### config.mk
export PLATFORM = sky130hd
export DESIGN_NAME = hpb_host
export DESIGN_NICKNAME = d
export VERILOG_FILES = /design/src/hpb_pkg.sv /design/src/hpb_host.sv
export VERILOG_INCLUDE_DIRS = /design/src
export SDC_FILE = /design/constraint.sdc
export NUM_CORES = 1
export LEC_CHECK = 0
export BUFFER_PORTS_ARGS = -buffer_cell sky130_fd_sc_hd__buf_2
export CORE_MARGIN = 2
export CORE_UTILIZATION = 45
export DETAILED_ROUTE_END_ITERATION = 8
export GPL_ROUTABILITY_DRIVEN = 0
export PLACE_DENSITY = 0.74
export SLEW_MARGIN = 10
export SYNTH_ARGS = -nofsm -noshare
export SYNTH_HDL_FRONTEND = slang
export SYNTH_SLANG_ARGS = --single-unit
### constraint.sdc
create_clock -name mclk -period 4.7 [get_ports mclk]
set_clock_uncertainty 0.2 [all_clocks]
set_input_delay 0.47 -clock mclk [delete_from_list [all_inputs] [get_ports mclk]]
set_output_delay 0.47 -clock mclk [all_outputs]
set_load 0.01 [all_outputs]
### src/hpb_defs.svh
// Purpose: timing counts and field positions for the host bus master
// Assumes: 250 MHz mclk, 4 ns period
// Notes:   phase lengths are minimum host-side hold times in ps, rounded up to whole cycles
`ifndef HPB_DEFS_SVH
`define HPB_DEFS_SVH

`define HPB_CLK_PS        4000
`define HPB_SETUP_PS      8000
`define HPB_STROBE_PS     28000
`define HPB_TURN_PS       8000
`define HPB_SETUP_CYC     ((`HPB_SETUP_PS + `HPB_CLK_PS - 1) / `HPB_CLK_PS)
`define HPB_STROBE_CYC    ((`HPB_STROBE_PS + `HPB_CLK_PS - 1) / `HPB_CLK_PS)
`define HPB_TURN_CYC      ((`HPB_TURN_PS + `HPB_CLK_PS - 1) / `HPB_CLK_PS)
`define HPB_CNT_W         4
`define HPB_DATA_W        32
`define HPB_ADDR_LSB      2
`define HPB_ADDR_MSB      5
`define HPB_BIT3          3
`define HPB_BIT5          5
`define HPB_ONES32        32'hFFFF_FFFF
`define HPB_ZERO32        32'h0000_0000
`define HPB_ZERO_CNT      4'h0

`endif

### src/hpb_pkg.sv
// Purpose: types for the host bus master
// Assumes: nothing
// Notes:   state enum only
package hpb_pkg;
  typedef enum logic [2:0] {
    HPB_IDLE,
    HPB_ALE,
    HPB_SETUP,
    HPB_STROBE,
    HPB_TURN
  } hpb_state_t;
endpackage

### src/hpb_host.sv
// Purpose: host-side master for the device's 32-bit parallel host port
// Assumes: pins synchronous to mclk; device strap mirrored on mux_mode
// Notes:   one access at a time; request taken whenever valid in idle, ready not checked
//
// Contract
// - 32-bit data bus; host drives on writes, device drives on reads.
// - device drives data only while host holds output enable low.
// - write enable low means write, high means read.
// - strap 1: shared lines carry address bits, then data bits.
// - nonmux: address valid at chip select falling edge.
// - mux: address bit 2 pin serves as address latch strobe.
`timescale 1ns/1ps
`include "hpb_defs.svh"

module hpb_host
  import hpb_pkg::*;
(
  // clock and reset
  input  wire logic        mclk,
  input  wire logic        rstn,
  // strap copy
  input  wire logic        mux_mode,
  // user request
  input  wire logic        req_valid,
  input  wire logic        req_write,
  input  wire logic [31:0] req_addr,
  input  wire logic [31:0] req_wdata,
  output logic             req_ready,
  output logic             rsp_valid,
  output logic [31:0]      rsp_rdata,
  // device pins
  output logic             chip_sel_n,
  output logic             out_drv_en_n,
  output logic             write_en_n,
  output logic             dedicated_addr_bit2_or_strobe,
  output logic [5:3]       dedicated_addr_hi,
  output logic [31:0]      data_out,
  output logic [31:0]      data_oe_n,
  input  wire logic [31:0] data_in
);

  logic       rst_s1_r;
  logic       rst_s2_r;
  hpb_state_t state_r;
  logic [`HPB_CNT_W-1:0] cnt_r;
  logic       wr_r;
  logic [31:0] wdata_r;

  // reset release through two flops
  always_ff @(posedge mclk or negedge rstn)
  begin
    if (!rstn)
    begin
      rst_s1_r <= 1'b0;
      rst_s2_r <= 1'b0;
    end
    else
    begin
      rst_s1_r <= 1'b1;
      rst_s2_r <= rst_s1_r;
    end
  end

  // access sequencer; counter times each phase
  always_ff @(posedge mclk or negedge rst_s2_r)
  begin
    if (!rst_s2_r)
    begin
      state_r <= HPB_IDLE;
      cnt_r   <= `HPB_ZERO_CNT;
      wr_r    <= 1'b0;
      wdata_r <= `HPB_ZERO32;
    end
    else
    begin
      case (state_r)
        HPB_IDLE:
        begin
          if (req_valid)
          begin
            wr_r    <= req_write;
            wdata_r <= req_wdata;
            cnt_r   <= `HPB_CNT_W'(`HPB_SETUP_CYC - 1);
            state_r <= mux_mode ? HPB_ALE : HPB_SETUP;
          end
        end
        HPB_ALE:
        begin
          if (cnt_r == `HPB_ZERO_CNT)
          begin
            cnt_r   <= `HPB_CNT_W'(`HPB_SETUP_CYC - 1);
            state_r <= HPB_SETUP;
          end
          else
            cnt_r <= cnt_r - 1'b1;
        end
        HPB_SETUP:
        begin
          if (cnt_r == `HPB_ZERO_CNT)
          begin
            cnt_r   <= `HPB_CNT_W'(`HPB_STROBE_CYC - 1);
            state_r <= HPB_STROBE;
          end
          else
            cnt_r <= cnt_r - 1'b1;
        end
        HPB_STROBE:
        begin
          if (cnt_r == `HPB_ZERO_CNT)
          begin
            cnt_r   <= `HPB_CNT_W'(`HPB_TURN_CYC - 1);
            state_r <= HPB_TURN;
          end
          else
            cnt_r <= cnt_r - 1'b1;
        end
        HPB_TURN:
        begin
          // bus released, gap lets device drivers turn off
          if (cnt_r == `HPB_ZERO_CNT)
            state_r <= HPB_IDLE;
          else
            cnt_r <= cnt_r - 1'b1;
        end
        default:
          state_r <= HPB_IDLE;
      endcase
    end
  end

  // pin drive; chip select falls one cycle after entry to setup with address stable
  always_ff @(posedge mclk or negedge rst_s2_r)
  begin
    if (!rst_s2_r)
    begin
      chip_sel_n                    <= 1'b1;
      out_drv_en_n                  <= 1'b1;
      write_en_n                    <= 1'b1;
      dedicated_addr_bit2_or_strobe <= 1'b0;
      dedicated_addr_hi             <= 3'b000;
      data_out                      <= `HPB_ZERO32;
      data_oe_n                     <= `HPB_ONES32;
    end
    else
    begin
      case (state_r)
        HPB_IDLE:
        begin
          chip_sel_n   <= 1'b1;
          out_drv_en_n <= 1'b1;
          write_en_n   <= 1'b1;
          data_oe_n    <= `HPB_ONES32;
          if (req_valid && mux_mode)
          begin
            // address on shared lines, strobe high
            dedicated_addr_bit2_or_strobe <= 1'b1;
            data_out  <= {req_addr[31:2], 2'b00};
            data_oe_n <= `HPB_ZERO32;
          end
          else if (req_valid)
          begin
            // dedicated pins set up before chip select
            dedicated_addr_bit2_or_strobe <= req_addr[`HPB_ADDR_LSB];
            dedicated_addr_hi <= req_addr[`HPB_ADDR_MSB:`HPB_BIT3];
            write_en_n <= ~req_write;
          end
        end
        HPB_ALE:
        begin
          if (cnt_r == `HPB_ZERO_CNT)
          begin
            // strobe falls: address latched by device
            dedicated_addr_bit2_or_strobe <= 1'b0;
            dedicated_addr_hi <= 3'b000;
            write_en_n <= ~wr_r;
            data_oe_n  <= wr_r ? `HPB_ZERO32 : `HPB_ONES32;
            data_out   <= wdata_r;
          end
        end
        HPB_SETUP:
        begin
          chip_sel_n <= 1'b0;
          if (wr_r)
          begin
            data_out  <= wdata_r;
            data_oe_n <= `HPB_ZERO32;
          end
          else
            data_oe_n <= `HPB_ONES32;
        end
        HPB_STROBE:
        begin
          // read: enable only while our drivers are off
          out_drv_en_n <= wr_r;
          if (cnt_r == `HPB_ZERO_CNT)
          begin
            chip_sel_n   <= 1'b1;
            out_drv_en_n <= 1'b1;
          end
        end
        HPB_TURN:
        begin
          data_oe_n  <= `HPB_ONES32;
          write_en_n <= 1'b1;
        end
        default:
          data_oe_n <= `HPB_ONES32;
      endcase
    end
  end

  // handshake and read capture at end of strobe
  always_ff @(posedge mclk or negedge rst_s2_r)
  begin
    if (!rst_s2_r)
    begin
      req_ready <= 1'b0;
      rsp_valid <= 1'b0;
      rsp_rdata <= `HPB_ZERO32;
    end
    else
    begin
      req_ready <= (state_r == HPB_IDLE) && !req_valid
                   || (state_r == HPB_TURN) && (cnt_r == `HPB_ZERO_CNT);
      rsp_valid <= 1'b0;
      if (state_r == HPB_STROBE && cnt_r == `HPB_ZERO_CNT)
      begin
        rsp_valid <= 1'b1;
        if (!wr_r)
          rsp_rdata <= data_in;
      end
    end
  end

endmodule

==> results.toml <==
[outcome]
status = "finished clean"

[setup_path]
path_cells = "and4bb_1 > nand2_2 > a31oi_4 > buf_4 > mux2_4"
cp.required_ns = 4.79
critical_path.top_delay_family = "flip-flops"
cp_max_fo = 21
crit_arrival_ns = 3.26
critPathSlowestCell = "dfrtp_1"
end_kind = "register"
slowest_delay_ns = 0.75
criticalPathCategory = "reg -> reg"
critPathLaunchType = "register"
path_buf_inv = 1

[grt]
antenna_found_initial = 0
grt_start_max_net_pins = 83
grt_use_total_pct = 19.0
grt_pass1_vias = 3899
overflow = 0
grt_pass1_wl_um = 19000

[floorplan]
die_area_um2 = 12900
start_util_pct = 46.7
core_um2 = 11600
die_y_um = 113
die_x_um = 113
rows = 39
num_io_pins = 206

[clock_tree]
root_buffer = "clkbuf_16"
cts_max_level = 4
post_cts_resize_count = 0
cts.reportedPaths.clkPinSlew_ns = 0.05
cts_made_buffers = 17
cts.sinks = 116
clk_latency_ns = 0.41
cts_tree = "done"
ctsLongestPathBuffers = 2

[worst_hold_path]
hold_path_class = "in -> reg"

[synth]
syn_area_per_cell_um2 = 11.7
synth_edf_count = 0
synthMuxAreaShare_pct = 21.0
netlist_area_um2 = 5400
synth_compound_area_share_pct = 5.80
synthFlopType = "dfrtp_1"
synthSimpleGateAreaFrac_pct = 10.9
syn-num-nets = 566
synth_xor_area_share_pct = 0.325
yosys.area.top_type = "dfrtp_1"
yosys.cell_types.count = 49
ys_ff_latch = 116
async_reset_ff_share_pct = 100
netlist_instances = 463
synth_top_area_share_pct = 51.9
synthTopCellsByCount = "dfrtp_1, nand2_1, mux2_1, buf_4, mux2_2"
synth_top_family_by_area = "multiplexers"
yosys_warnings = 0
yosys-top-cells-area = "dfrtp_1, mux2_1, nand2_1, mux2_2, mux2_4"
ys_seq_area_share_pct = 53.9
synthAdderAreaFrac_pct = 0.464
yosysMostFrequentCell = "dfrtp_1"

[cells_and_area]
utilization_pct = 59.3
final_layout_size_suffix_gt1_share_pct = 45.3
areaGrowthSynthToFinish_pct = 27.1
multi_input_comb_area_um2 = 2080
fill_cells = 968
final_nets = 739
regArea_um2 = 2910
diodes = 0

[sta]
fin_crit_sh_pct = 67.5
relSlewSlack_pct = 29.3
finalSetupViolations = 0
finalCriticalPeriod_ns = 3.17
slew_violations = 0
fmax_mhz = 315
worst_slew_pin_slew_ns = 1.06
rsz0062_at_grt = "no"
finalHoldViolations = 0
finalSetupTns_ns = 0

[power_and_ir_drop]
ir_drop_mv = 0.402
leakagePower_nw = 3.49
powerDensity_nw_per_um2 = 748

[routing]
first_pass_iters = 4
vias_per_cell = 4.98
post-route-drc-count = 0
wl_um = 11800
drt_iter0_markers = 207
vias = 3942
postRouteAntennaNets = 0
drt-wirelength-per-cell_um = 14.9

[placement]
dp_hpwl_um = 8210
port_buffers = 203

[job]
maxCapViolations = 0
cell families (layout without fill, tap and decap cells):
logic type	count (synthesis)	in the layout
AO/OA/AOI/OAI	46	46
XOR/XNOR	2	2
adder cells (fa/ha/maj)	2	2
buffers and inverters	63	249
flip-flops	116	116
multiplexers	95	95
other	1	1
AND/OR/NAND/NOR	138	138
power by group:
part / switching (W) / internal, W
Combinational: 0.000993 / 0.00106
Clock: 0.000423 / 0.000855
Sequential: 0.000323 / 0.00148
Total: 0.00174 / 0.00339
layout make-up:
| type | count | area share (%) |
|---|---|---|
| clock buffers | 22 | 6.77 |
| repair buffers | 209 | 15.5 |
| inverters | 8 | 0.438 |
| well taps | 143 | 2.61 |
| multi-input cells | 284 | 30.3 |
| clock inverters | 10 | 1.90 |
| flip-flops and latches | 116 | 42.4 |
layer usage:
layer	track usage, %	part of all wire [%]	up-vias
li1	-	-	1893
met1	23.7	44	1852
met2	29.8	46	174
met3	6.96	8.3	23
met4	8.21	2.4	0
met5	0	0	-
tightest hold or removal path, stage by stage:
cell and delay, ns:
buf_2 0.07, nand2_1 0.04, nand2_1 0.04
timing repair:
| item | CTS | global route |
|---|---|---|
| setup buffers | 0 | 0 |
| endpoints found under the hold margin | 2 | 0 |
| hold buffers | 1 | 0 |
metrics by stage:
stage / hold WS, ns / cell area (µm²) / std cells / setup WS, ns / power, W
final: 0.0519 / 6860 / 792 / 1.53 / 0.00513
after global routing: 0.0424 / 6860 / 792 / 1.33 / 0.00548
after CTS: 0.0288 / 6860 / 792 / 1.49 / 0.00520
after detailed placement: 0.0617 / 6250 / 759 / 1.51 / 0.00389
after global placement: 0.0557 / 6250 / 759 / 1.58 / 0.00381
after floorplan: -0.0256 / 5400 / 463 / 1.04 / 0.00336
state kept, by name, indices dropped and copies added, names as in the netlist, 3 cells and up:
register           count
dedicated_addr_hi      3
wdata_r               32
data_out              32
rsp_rdata             32
cnt_r                  4
state_r                3
worst paths after layout:
check	cells after the start	to	slack, ns	startpoint
worst min-delay path	3	wdata_r[28]	0.05	req_wdata[28]
worst min register to register	0	rst_s2_r	0.14	rst_s1_r
worst max-delay path	5	data_out[28]	1.53	state_r[0]
worst max register to register	5	data_out[28]	1.53	state_r[0]
min in group asynchronous	2	rst_s2_r	0.20	rstn
max in group asynchronous	1	data_out[21]	2.95	rst_s2_r
placed cells by master, fill, tap and decap left out, types with 4 or more instances in the layout:
master / Yosys / final
clkinv_2: 0 / 5
o21ai_0: 10 / 10
buf_2: 8 / 203
nor2_1: 8 / 8
mux2_4: 17 / 17
nor2b_1: 5 / 5
dfstp_2: 4 / 4
inv_1: 6 / 6
buf_4: 32 / 5
clkbuf_16: 0 / 17
dfrtp_1: 112 / 111
a21oi_1: 11 / 11
mux2_2: 28 / 28
nand2_1: 105 / 105
mux2_1: 48 / 48
Note: power is estimated with default switching activity, not from simulation.
